--- config.mk ---
export PLATFORM = sky130hd
export DESIGN_NAME = i2cmb_top
export DESIGN_NICKNAME = d
export VERILOG_FILES = /design/src/hdl/i2cmb_pkg.sv /design/src/hdl/i2cmb_top.sv
export VERILOG_INCLUDE_DIRS = /design/src /design/src/hdl
export SDC_FILE = /design/constraint.sdc
export NUM_CORES = 1
export LEC_CHECK = 0
export ABC_CLOCK_PERIOD_IN_PS = 5800
export BUFFER_PORTS_ARGS = -buffer_cell sky130_fd_sc_hd__buf_2
export CAP_MARGIN = 0
export CORE_MARGIN = 1
export CORE_UTILIZATION = 31
export DETAILED_ROUTE_END_ITERATION = 8
export SYNTH_ARGS = -nofsm -noshare
export SYNTH_HDL_FRONTEND = slang
export SYNTH_SLANG_ARGS = --single-unit
export TNS_END_PERCENT = 20
--- constraint.sdc ---
create_clock -name pclk -period 5.8 [get_ports pclk]
set_input_delay 1.16 -clock pclk [delete_from_list [all_inputs] [get_ports pclk]]
set_output_delay 1.16 -clock pclk [all_outputs]
set_load 0.03 [all_outputs]
--- src/hdl/i2cmb_cfg.svh ---
// register map, field positions and timing constants of the i2c master buffer block
`ifndef I2CMB_CFG_SVH
`define I2CMB_CFG_SVH

// ==========================================================================
// register offsets (byte addresses, one aligned word each)
`define I2CMB_OFF_DATA   12'h000
`define I2CMB_OFF_ICTL   12'h004
`define I2CMB_OFF_CTRL   12'h008
`define I2CMB_OFF_STAT   12'h00C

// ==========================================================================
// field positions
`define I2CMB_DAT_START  8
`define I2CMB_ICTL_TEN   0
`define I2CMB_ICTL_REN   1
`define I2CMB_CTL_FUNC   0
`define I2CMB_CTL_GOSTA  1
`define I2CMB_CTL_GOSTO  2
`define I2CMB_CTL_GORCV  3
`define I2CMB_CTL_ACK    4
`define I2CMB_ST_TXE     0
`define I2CMB_ST_RXF     1
`define I2CMB_ST_BUSY    2
`define I2CMB_ST_NACK    3
`define I2CMB_ST_PEND    4

// ==========================================================================
// reset values
`define I2CMB_RST_WORD   32'h0000_0000
`define I2CMB_RST_BYTE   8'h00

// ==========================================================================
// timing: one quarter of an scl period
`define I2CMB_QTR_NS     2500
`define I2CMB_CLK_NS     10
`define I2CMB_QTR_CYC    ((`I2CMB_QTR_NS) / (`I2CMB_CLK_NS))

`endif

--- src/hdl/i2cmb_pkg.sv ---
// types shared by the i2c master buffer block
package i2cmb_pkg;

  // ========================================================================
  // engine states
  typedef enum logic [1:0] {
    ST_IDLE,
    ST_START,
    ST_BIT,
    ST_STOP
  } i2cmb_state_e;

endpackage : i2cmb_pkg

--- src/hdl/i2cmb_top.sv ---
// i2c master with buffer flags, shared interrupt and open-drain pins
//
// The register addresses and the APB register port were left to the implementer.
`timescale 1ns/10ps
`include "i2cmb_cfg.svh"

module i2cmb_top #(
  parameter int QTR_CYC = `I2CMB_QTR_CYC
) (
  input  wire logic        pclk,
  input  wire logic        presetn,
  input  wire logic        psel,
  input  wire logic        penable,
  input  wire logic        pwrite,
  input  wire logic [11:0] paddr,
  input  wire logic [31:0] pwdata,
  output logic      [31:0] prdata,
  output logic             pready,
  output logic             pslverr,
  output logic             irq,
  input  wire logic        scl_i,
  output logic             scl_o,
  output logic             scl_oe_n,
  input  wire logic        sda_i,
  output logic             sda_o,
  output logic             sda_oe_n
);
  import i2cmb_pkg::*;
  localparam logic [15:0] QTR_RELOAD = 16'(QTR_CYC - 1);

  // ========================================================================
  // declarations
  i2cmb_state_e state_q;
  logic [1:0]   phase_q, pin_meta_q, pin_sync_q;
  logic [3:0]   bitcnt_q;
  logic [15:0]  qcnt_q;
  logic [7:0]   shreg_q, hold_q, rx_data_q;
  logic         rx_mode_q, nack_q, tx_pend_q, txf_q, rxf_q;
  logic         ten_q, ren_q, func_q, ack_en_q;
  logic         scl_s, sda_s, acc, wr_data, rd_data, wr_ictl, wr_ctrl;
  logic         func_chg, idle, go_start, go_stop, go_recv, load_tx;
  logic         tick, stall, adv, rx_done;

  // ========================================================================
  // address decode
  function automatic logic is_mapped(input logic [11:0] a);
    is_mapped = (a == `I2CMB_OFF_DATA) || (a == `I2CMB_OFF_ICTL) ||
                (a == `I2CMB_OFF_CTRL) || (a == `I2CMB_OFF_STAT);
  endfunction : is_mapped

  // ========================================================================
  // pin synchronisers: scl and sda come from the open bus
  always_ff @(posedge pclk or negedge presetn) begin
    if (!presetn) begin
      pin_meta_q <= 2'h3;
      pin_sync_q <= 2'h3;
    end else begin
      pin_meta_q <= {scl_i, sda_i};
      pin_sync_q <= pin_meta_q;
    end
  end
  assign scl_s = pin_sync_q[1];
  assign sda_s = pin_sync_q[0];

  // ========================================================================
  // apb slave: one wait state, answer registered
  assign acc     = psel && penable && pready;
  assign wr_data = acc && pwrite && (paddr == `I2CMB_OFF_DATA);
  assign rd_data = acc && !pwrite && (paddr == `I2CMB_OFF_DATA);
  assign wr_ictl = acc && pwrite && (paddr == `I2CMB_OFF_ICTL);
  assign wr_ctrl = acc && pwrite && (paddr == `I2CMB_OFF_CTRL);

  // ready, error and read data are all loaded at the end of the first access cycle and seen in the second
  always_ff @(posedge pclk or negedge presetn) begin
    if (!presetn) begin
      pready  <= 1'h0;
      pslverr <= 1'h0;
      prdata  <= `I2CMB_RST_WORD;
    end else begin
      pready  <= psel && penable && !pready;
      pslverr <= psel && penable && !pready && !is_mapped(paddr);
      if (psel && penable && !pready && !pwrite) begin
        unique case (paddr)
          `I2CMB_OFF_DATA: prdata <= {24'h00_0000, rx_data_q};
          `I2CMB_OFF_ICTL: prdata <= {30'h0000_0000, ren_q, ten_q};
          `I2CMB_OFF_CTRL: prdata <= {27'h000_0000, ack_en_q, 3'h0, func_q};
          `I2CMB_OFF_STAT: prdata <= {27'h000_0000, tx_pend_q, nack_q,
                                      !idle, rxf_q, txf_q};
          default:         prdata <= `I2CMB_RST_WORD;
        endcase
      end
    end
  end

  // ========================================================================
  // control registers: enables default off, pins start in port function
  always_ff @(posedge pclk or negedge presetn) begin
    if (!presetn) begin
      ten_q    <= 1'h0;
      ren_q    <= 1'h0;
      func_q   <= 1'h0;
      ack_en_q <= 1'h0;
    end else begin
      if (wr_ictl) begin
        ten_q <= pwdata[`I2CMB_ICTL_TEN];
        ren_q <= pwdata[`I2CMB_ICTL_REN];
      end
      if (wr_ctrl) begin
        func_q   <= pwdata[`I2CMB_CTL_FUNC];
        ack_en_q <= pwdata[`I2CMB_CTL_ACK];
      end
    end
  end

  // commands are only taken while idle with the i2c function selected
  assign idle     = (state_q == ST_IDLE);
  assign func_chg = wr_ctrl && (pwdata[`I2CMB_CTL_FUNC] != func_q);
  assign go_start = wr_ctrl && idle && func_q && !func_chg && pwdata[`I2CMB_CTL_GOSTA];
  assign go_stop  = wr_ctrl && idle && func_q && !func_chg && pwdata[`I2CMB_CTL_GOSTO];
  assign go_recv  = wr_ctrl && idle && func_q && !func_chg && pwdata[`I2CMB_CTL_GORCV];
  assign load_tx  = idle && func_q && tx_pend_q && !wr_ctrl;

  // ========================================================================
  // transmit holding byte: start bit zero only clears the flag
  always_ff @(posedge pclk or negedge presetn) begin
    if (!presetn) begin
      hold_q    <= `I2CMB_RST_BYTE;
      tx_pend_q <= 1'h0;
    end else if (wr_data && pwdata[`I2CMB_DAT_START]) begin
      hold_q    <= pwdata[7:0];
      tx_pend_q <= 1'h1;
    end else if (load_tx) begin
      tx_pend_q <= 1'h0;
    end
  end

  // ========================================================================
  // buffer flags: a set in the clearing cycle wins
  always_ff @(posedge pclk or negedge presetn) begin
    if (!presetn) begin
      txf_q <= 1'h0;
    end else if (load_tx) begin
      txf_q <= 1'h1;
    end else if (wr_data) begin
      txf_q <= 1'h0;
    end
  end

  always_ff @(posedge pclk or negedge presetn) begin
    if (!presetn) begin
      rxf_q     <= 1'h0;
      rx_data_q <= `I2CMB_RST_BYTE;
    end else if (rx_done) begin
      rxf_q     <= 1'h1;
      rx_data_q <= shreg_q;
    end else if (rd_data) begin
      rxf_q     <= 1'h0;
    end
  end

  // ========================================================================
  // shared request: each buffer flag is gated by its own enable here, then or-ed and registered
  always_ff @(posedge pclk or negedge presetn) begin
    if (!presetn) begin
      irq <= 1'h0;
    end else begin
      irq <= (txf_q && ten_q) || (rxf_q && ren_q);
    end
  end

  // ========================================================================
  // quarter-period timer; holds while a slave stretches scl low in phase 2 of a byte bit, not in start or stop
  assign tick    = (qcnt_q == 16'h0000);
  assign stall   = (state_q == ST_BIT) && (phase_q == 2'h2) && !scl_s;
  assign adv     = tick && !stall && !idle;
  assign rx_done = adv && (state_q == ST_BIT) && (phase_q == 2'h3) &&
                   (bitcnt_q == 4'h8) && rx_mode_q;

  always_ff @(posedge pclk or negedge presetn) begin
    if (!presetn) begin
      qcnt_q <= 16'h0000;
    end else if (idle || func_chg || adv) begin
      qcnt_q <= QTR_RELOAD;
    end else if (!stall) begin
      qcnt_q <= qcnt_q - 16'h0001;
    end
  end

  // ========================================================================
  // bus engine: start, nine-clock byte, stop
  always_ff @(posedge pclk or negedge presetn) begin
    if (!presetn) begin
      state_q   <= ST_IDLE;
      phase_q   <= 2'h0;
      bitcnt_q  <= 4'h0;
      shreg_q   <= `I2CMB_RST_BYTE;
      rx_mode_q <= 1'h0;
      nack_q    <= 1'h0;
      scl_oe_n  <= 1'h1;
      sda_oe_n  <= 1'h1;
    end else if (func_chg) begin
      state_q  <= ST_IDLE;
      phase_q  <= 2'h0;
      scl_oe_n <= 1'h1;
      sda_oe_n <= 1'h1;
    end else begin
      unique case (state_q)
        ST_IDLE: begin
          phase_q  <= 2'h0;
          bitcnt_q <= 4'h0;
          sda_oe_n <= 1'h1;                            // scl is low here, or sda already high after a stop or reset: no false stop
          if (go_start) begin
            state_q <= ST_START;
          end else if (go_stop) begin
            state_q <= ST_STOP;
          end else if (go_recv) begin
            state_q   <= ST_BIT;
            rx_mode_q <= 1'h1;
          end else if (load_tx) begin
            state_q   <= ST_BIT;
            rx_mode_q <= 1'h0;
            shreg_q   <= hold_q;
          end
        end
        ST_START: if (adv) begin
          phase_q <= phase_q + 2'h1;
          unique case (phase_q)
            2'h0: begin
              scl_oe_n <= 1'h1;
              sda_oe_n <= 1'h1;
            end
            2'h1: sda_oe_n <= 1'h0;
            2'h2: scl_oe_n <= 1'h0;
            2'h3: state_q <= ST_IDLE;
          endcase
        end
        ST_STOP: if (adv) begin
          phase_q <= phase_q + 2'h1;
          unique case (phase_q)
            2'h0: sda_oe_n <= 1'h0;
            2'h1: scl_oe_n <= 1'h1;
            2'h2: sda_oe_n <= 1'h1;
            2'h3: state_q <= ST_IDLE;
          endcase
        end
        ST_BIT: if (adv) begin
          phase_q <= phase_q + 2'h1;
          unique case (phase_q)
            // a released line reads high through the pull-up
            2'h0: begin
              if (bitcnt_q == 4'h8) begin
                sda_oe_n <= rx_mode_q ? !ack_en_q : 1'h1;
              end else begin
                sda_oe_n <= rx_mode_q ? 1'h1 : shreg_q[7];
              end
            end
            2'h1: scl_oe_n <= 1'h1;
            2'h2: begin
              if (bitcnt_q == 4'h8) begin
                if (!rx_mode_q) nack_q <= sda_s;
              end else begin
                shreg_q <= {shreg_q[6:0], rx_mode_q & sda_s};
              end
            end
            2'h3: begin
              scl_oe_n <= 1'h0;
              if (bitcnt_q == 4'h8) begin
                state_q  <= ST_IDLE;
                bitcnt_q <= 4'h0;
              end else begin
                bitcnt_q <= bitcnt_q + 4'h1;
              end
            end
          endcase
        end
      endcase
    end
  end

  // ========================================================================
  // output levels: open drain, low is the only level ever driven
  always_ff @(posedge pclk or negedge presetn) begin
    if (!presetn) {scl_o, sda_o} <= 2'h0;
    else {scl_o, sda_o} <= 2'h0;
  end

  // ========================================================================
  // checks
  AST_EN_GATE: assert property (@(posedge pclk) disable iff (!presetn)
    (!ten_q && !ren_q) ##1 (!ten_q && !ren_q) |-> !irq)
    else $error("request raised with both enables off");
  AST_TX_LOAD: assert property (@(posedge pclk) disable iff (!presetn)
    load_tx |=> txf_q && (state_q == ST_BIT) && !rx_mode_q)
    else $error("tx-empty not raised on shifter load");
  AST_RX_GATE: assert property (@(posedge pclk) disable iff (!presetn)
    (rxf_q && ren_q) |=> irq) else $error("enabled rx-full did not request");
  AST_RX_LOAD: assert property (@(posedge pclk) disable iff (!presetn)
    rx_done |=> rxf_q && (rx_data_q == $past(shreg_q)))
    else $error("rx-full or data missing after receive");
  AST_TX_CAUSE: assert property (@(posedge pclk) disable iff (!presetn)
    $rose(txf_q) |-> $past(load_tx) && !rx_mode_q)
    else $error("tx-empty set without a send");
  AST_RX_CAUSE: assert property (@(posedge pclk) disable iff (!presetn)
    $rose(rxf_q) |-> $past(rx_mode_q) && $past(adv))
    else $error("rx-full set without a receive");
  AST_WR_CLR: assert property (@(posedge pclk) disable iff (!presetn)
    (wr_data && !load_tx) |=> !txf_q) else $error("data write did not clear tx-empty");
  AST_NO_SEND: assert property (@(posedge pclk) disable iff (!presetn)
    (wr_data && !pwdata[`I2CMB_DAT_START] && !tx_pend_q && idle) |=> idle && !tx_pend_q)
    else $error("send started with start bit clear");
  AST_RD_CLR: assert property (@(posedge pclk) disable iff (!presetn)
    (rd_data && !rx_done) |=> !rxf_q) else $error("data read did not clear rx-full");
  AST_OR: assert property (@(posedge pclk) disable iff (!presetn)
    irq |-> $past(txf_q && ten_q) || $past(rxf_q && ren_q))
    else $error("request without a gated flag");
  AST_HIZ: assert property (@(posedge pclk) disable iff (!presetn)
    $changed(func_q) |-> scl_oe_n && sda_oe_n && idle)
    else $error("pins driven across function switch");
  AST_NO_HIGH: assert property (@(posedge pclk) disable iff (!presetn)
    !scl_o && !sda_o) else $error("pin driven high");

endmodule : i2cmb_top

# --- Word-level counts from Yosys, hierarchy flattened ---
# Index checks and enable logic that the tools add are counted.
totals:
  output_inout_bits: 39
  latchBits: 0
  reg_bits: 98
  mem_count: 0
  rom_bits: 0
  ramBits: 0
op_classes:
  n_eq_ne: 35
  multipliers: 0
  n_bitwise: 5
  addsub: 3
  n_lt_le_gt_ge: 0
  reduce_logical: 66
  muxes: 55
  shift: 0
  div: 0
op_table:
  columns: ["cell", "count"]
  rows:
  - ["8-bit two-way mux", 7]
  - ["1-bit logical AND", 32]
  - ["16-bit two-way mux", 2]
  - ["8-bit one-hot mux with 4 select lines", 1]
  - ["12-bit by 4-bit equality test with 1-bit output (second input constant)", 2]
  - ["2-bit two-way mux", 12]
  - ["1-bit two-way mux", 20]
  - ["6-bit AND reduction", 3]
  - ["16-bit zero test", 1]
  - ["8-bit one-hot mux with 2 select lines", 1]
  - ["16-bit by 1-bit subtractor with 16-bit output (second input constant)", 1]
  - ["12-bit by 3-bit equality test with 1-bit output (second input constant)", 1]
  - ["12-bit zero test", 1]
  - ["4-bit two-way mux", 3]
  - ["2-bit != test (second input constant)", 6]
  - ["3-bit != test (second input constant)", 4]
  - ["4-bit != test (second input constant)", 3]
  - ["2-bit nonzero test", 5]
  - ["1-bit zero test", 9]
  - ["3-bit by 1-bit != test with 1-bit output (second input constant)", 3]
  - ["3-bit by 2-bit != test with 1-bit output (second input constant)", 3]
  - ["9-bit AND reduction", 1]
  - ["2-bit equality test (second input constant)", 4]
  - ["1-bit one-hot mux with 2 select lines", 4]
  - ["23 further kinds", 35]

# --- Depth between registers and ports, before layout ---
logic_depth:
  ltp_word: 13
  mapped_depth: 7
  ltp_nobuf: 7

# --- Worst setup path after synthesis ---
# OpenSTA, ideal clock, no wires.
synth_timing:
  kind: "input-to-reg"
  start: "input port paddr[11]"
  end: "register rxf_q"
  arrival_ps: 2829
  t_required_ps: 5682
  path_buffers: 1
  path_slack_ps: 2853
  setup_time_ps: 118
  path_stages: 6
  path_cell_list: "nor4_1 and3_1 clkbuf_1 nand2_1 or4b_2 a21o_1"
synth_via:
  elab_chain_len: 3
synth_rtl:
  columns: ["item", "line_no", "source"]
  rows:
  - ["start: declaration", "i2cmb_top.sv:15", "input wire logic [11:0] paddr,"]
  - ["12-bit zero test", null, null]
  - ["1-bit logical AND", "i2cmb_top.sv:69", "assign rd_data = acc && !pwrite && (paddr == `I2CMB_OFF_DATA);"]
  - ["2-bit nonzero test (no line)", null, null]
  - ["end signal: assignment", "i2cmb_top.sv:151", "rxf_q <= 1'h0;"]
  - ["end signal: assignment", "i2cmb_top.sv:154", "rxf_q <= 1'h1;"]
  - ["end signal: assignment", "i2cmb_top.sv:157", "rxf_q <= 1'h0;"]
  - ["end: declaration", "i2cmb_top.sv:38", "logic rx_mode_q, nack_q, tx_pend_q, txf_q, rxf_q;"]
# Every way passes these cells.
# A chain may end at the register's enable or synchronous reset.

# --- Final worst setup path ---
layout_timing:
  start: "register phase_q[0]"
  end: "register qcnt_q[0]"
layout_via:
  elab_chain_len: 8
  word_cells_on_any_way: 9
layout_rtl:
  columns: ["item", "line_no", "source"]
  rows:
  - ["start: declaration", "i2cmb_top.sv:34", "logic [1:0] phase_q, pin_meta_q, pin_sync_q;"]
  - ["start signal: assignment", "i2cmb_top.sv:226", "phase_q <= phase_q + 2'h1;"]
  - ["start signal: assignment", "i2cmb_top.sv:238", "phase_q <= phase_q + 2'h1;"]
  - ["start signal: assignment", "i2cmb_top.sv:247", "phase_q <= phase_q + 2'h1;"]
  - ["2-bit equality test (*)", "i2cmb_top.sv:174", "assign stall = (state_q == ST_BIT) && (phase_q == 2'h2) && !scl_s;"]
  - ["1-bit logical AND (*) (2 in a row)", "i2cmb_top.sv:174", null]
  - ["1-bit zero test", null, null]
  - ["1-bit logical AND (2 in a row)", "i2cmb_top.sv:175", "assign adv = tick && !stall && !idle;"]
  - ["1-bit logical OR", "i2cmb_top.sv:182", "end else if (idle || func_chg || adv) begin"]
  - ["2-bit by 1-bit != test with 1-bit output (no line) / 16-bit two-way mux (equally long branches)", null, null]
  - ["end signal: assignment", "i2cmb_top.sv:185", "qcnt_q <= qcnt_q - 16'h0001;"]
  - ["end: declaration", "i2cmb_top.sv:36", "logic [15:0] qcnt_q;"]
# Every way passes the cells marked *; elsewhere a longest branch is shown, timed or not.

==> results.md <==
* Cts bufs inserted at 9
* Ant diodes at 0
* CTS clk-pin slew, worst paths at roughly 0.060 ns
* Outcome: finished clean
* Mapped Cells at 376
* Largest net degree at the start of global routing at 45
* Vias/cell at 4.96
* Routed len/inst at 14.6 um
* Gr usage total at roughly 14%
* CTS Sinks at 74
* Placed Instances at 574
* Worst VDD drop at 0.102 mV
* Max frequency at 317 MHz
* Post-Synthesis Cell Area at about 3900 um2
* Post-Synthesis Mean Instance Area at 10.3 um2
* First-pass DRT Iterations at 5
* Cts hold-fix bufs at 0
* P per Cell Area at 260 nW/um2
* Post-synthesis mux area share at 7.21%
* Fin Setup TNS at 0 ns
* First-pass GRT wire length at 14.4 mm
* Number of distinct library cells after synthesis at 61
* Core area at between 10000 and 15000 um2
* Starting DRT DRC Count at 176
* Max Cap Viol at 0
* Die Span X at approximately 110 um
* I/O pin total at 90
* Crit path DAT at 3.32 ns
* Pins Over Slew Limit at 0
* Min Tclk post-route at 3.15 ns
* Post-route clock skew at between 0.005 and 0.006 ns
* Share of cells above drive strength 1 at 23.3%
* Worst Hold Class: register to register
* Initial antenna violation count at 0
* Post-CTS Resized at 0
* H-tree depth at 3
* Xor/xnor cell area share of the yosys netlist at 3.17%
* Required @ worst endpoint at slightly below 6 ns
* Die area at 12900 um2
* Warnings from Yosys at 0
* Vias post-DR at 2920
* Final worst slack at 2.65 ns
* Initial Util at 32.1%
* Worst-skew pair later-pin latency at 0.33 ns
* Yosys top cell by area: dfrtp_1
* Worst R2R Path Depth at 7
* Final setup fails at 0
* Slowest cell on crit path: nor4bb_1
* Flop2flop setup slack at 2.65 ns
* Most frequent cell after synthesis: dfrtp_1
* Vias in the first global route at ~2800
* Most instantiated cells after synthesis: dfrtp_1, nand2_1, nor2_1
* # nets final at 476
* Post-synth ARST share at 100%
* Gr ovfl total at 0
* Largest family of logic cells by synthesized area: simple AND/OR/NAND/NOR gates
* Hpwl dp at 6.17 mm
* Slew HR at between 30% and 40%
* GPL Wtd Cong at 0.811
* Number of flops mapped to enable cells by yosys at 0
* Port Buffers at 40
* Synth Area in Compound Gates at 11.2%
* Site Rows at 40
* Synth Area in Adders at 2.59%
* Final Cycle Share at 54.3%
* Root Buffer: clkbuf_16
* TritonCTS clock tree: done
* Share of the synthesized area in the top cell type at 44.0%
* Worst-Margin Slew at 0.955 ns
* CP Cell Sequence: inv_1 -> ha_1 -> nor4bb_1 -> nor2_2 -> and3_2 -> nor3_1 -> o21ai_0
* Prevailing post-synth register cell: dfrtp_1
* CP Launch Type: register
* Final std cells w/o fill at between 500 and 600
* Sequential share of the synthesized area at between 40 and 50%
* Crit Path Max Fanout at 8
* RSZ-0062 raised after global routing: false
* DRC errors left at 0
* Synth-to-layout area growth at 15.3%
* Simple-Gate Fraction of Synth Area at about a fifth
* Final Hold Viols at 0
* Leakage power at 2.02 nW
* Final ANT Viol Nets at 0
* Drt total wl at 8.58 mm
* CP endpoint kind: register
* Crit-path max cell delay at 0.81 ns
* Kind of critical path: register to register
* Max clock buf depth at 2
* Yosys reg bits at 74
* Fillers at 1212
* Die Y at 114 um
* Synth area leaders: dfrtp_1, mux2_2, buf_4, nand2_1, dfstp_2
* Place WS at 2.46 ns
* Postcts setup bufs at 0
* Hold depth at 0
-- per-stage QoR --
| stage | cell area, um2 | power, mW | hold slack, ns | util, % |
|---|---|---|---|---|
| global route | 4460 | 1.20 | 0.359 | 37.0 |
| floorplan | 3960 | 0.574 | 0.345 | - |
| CTS | 4460 | 1.17 | 0.356 | 37.0 |
| global placement | 4150 | 0.585 | 0.347 | 34.4 |
| finish | 4460 | 1.16 | 0.355 | 37.0 |
| detailed placement | 4150 | 0.585 | 0.347 | 34.4 |
-- flip-flops by register name, summed over array words and instances (netlist names), 2 cells and up --
signal / cells
rx_data_q: 8
qcnt_q: 16
state_q: 2
phase_q: 2
bitcnt_q: 4
pin_meta_q: 2
shreg_q: 8
pin_sync_q: 2
hold_q: 8
prdata: 8
-- cell families after synthesis --
logic type               Yosys count
XOR/XNOR                          14
AND/OR/NAND/NOR                  146
adder cells (fa/ha/maj)            8
flip-flops                        74
AO/OA/AOI/OAI                     62
other                              1
multiplexers                      24
buffers and inverters             47
-- worst paths after layout --
path | startpoint | end
min | pin_meta_q[0] | pin_sync_q[0]
min reg2reg | pin_meta_q[0] | pin_sync_q[0]
max in group asynchronous | presetn | pin_meta_q[1]
max | phase_q[0] | qcnt_q[0]
max reg2reg | phase_q[0] | qcnt_q[0]
min in group asynchronous | presetn | prdata[7]
-- power by group --
group          total, mW  switching [mW]  internal (mW)
Combinational     0.0544          0.0444        0.00997
Sequential         0.521         0.00123          0.520
Clock              0.582           0.208          0.374
-- layout by cell type (no fill, tap or decap), types with 3 or more instances in the layout --
master / synthesis / layout
dfrtp_1: 68 / 68
nand2_1: 46 / 46
buf_2: 0 / 40
nor2_1: 27 / 27
conb_1: 1 / 26
mux2_2: 21 / 21
o21ai_0: 12 / 12
nand3_1: 11 / 11
inv_1: 10 / 10
xor2_1: 10 / 10
clkbuf_16: 0 / 9
nor3_1: 8 / 8
o22ai_1: 8 / 8
ha_1: 8 / 8
nand4_1: 7 / 7
a21oi_1: 7 / 7
a2bb2oi_1: 7 / 7
nor4_1: 6 / 6
nand3b_1: 6 / 6
o31ai_1: 6 / 6
dfstp_2: 6 / 6
a22o_1: 4 / 4
xnor2_1: 4 / 4
a22oi_1: 4 / 4
or3_1: 3 / 3
and2_1: 3 / 3
and3_2: 3 / 3
nand2b_1: 3 / 3
-- per-layer routing --
metal,up-vias,track usage (%),part of all wire (%)
met2,80,22.6,47
met1,1447,19.3,47
met4,0,4.74,1.5
li1,1379,-,-
met5,-,0,0
met3,14,2.66,4.5
-- critical path, delay by kind of cell, from the launching register on --
family / cells / cell delay [ns]
compound gates: 1 / 0.19
fa+ha+maj: 1 / 0.34
buf+inv: 1 / 0.12
flops: 1 / 0.42
simple gates: 4 / 1.92
-- final cells by class --
type                    instances  area (um2)  area share (%)
flip-flops and latches         74        1860            41.7
multi-input cells             280        1830            41.0
clock buffers                  10         229            5.14
repair buffers                 42         215            4.83
well taps                     168         210            4.72
clock inverters                 5        78.8            1.77
inverters                      10        37.5           0.842
Note: power is estimated with default switching activity, not from simulation.
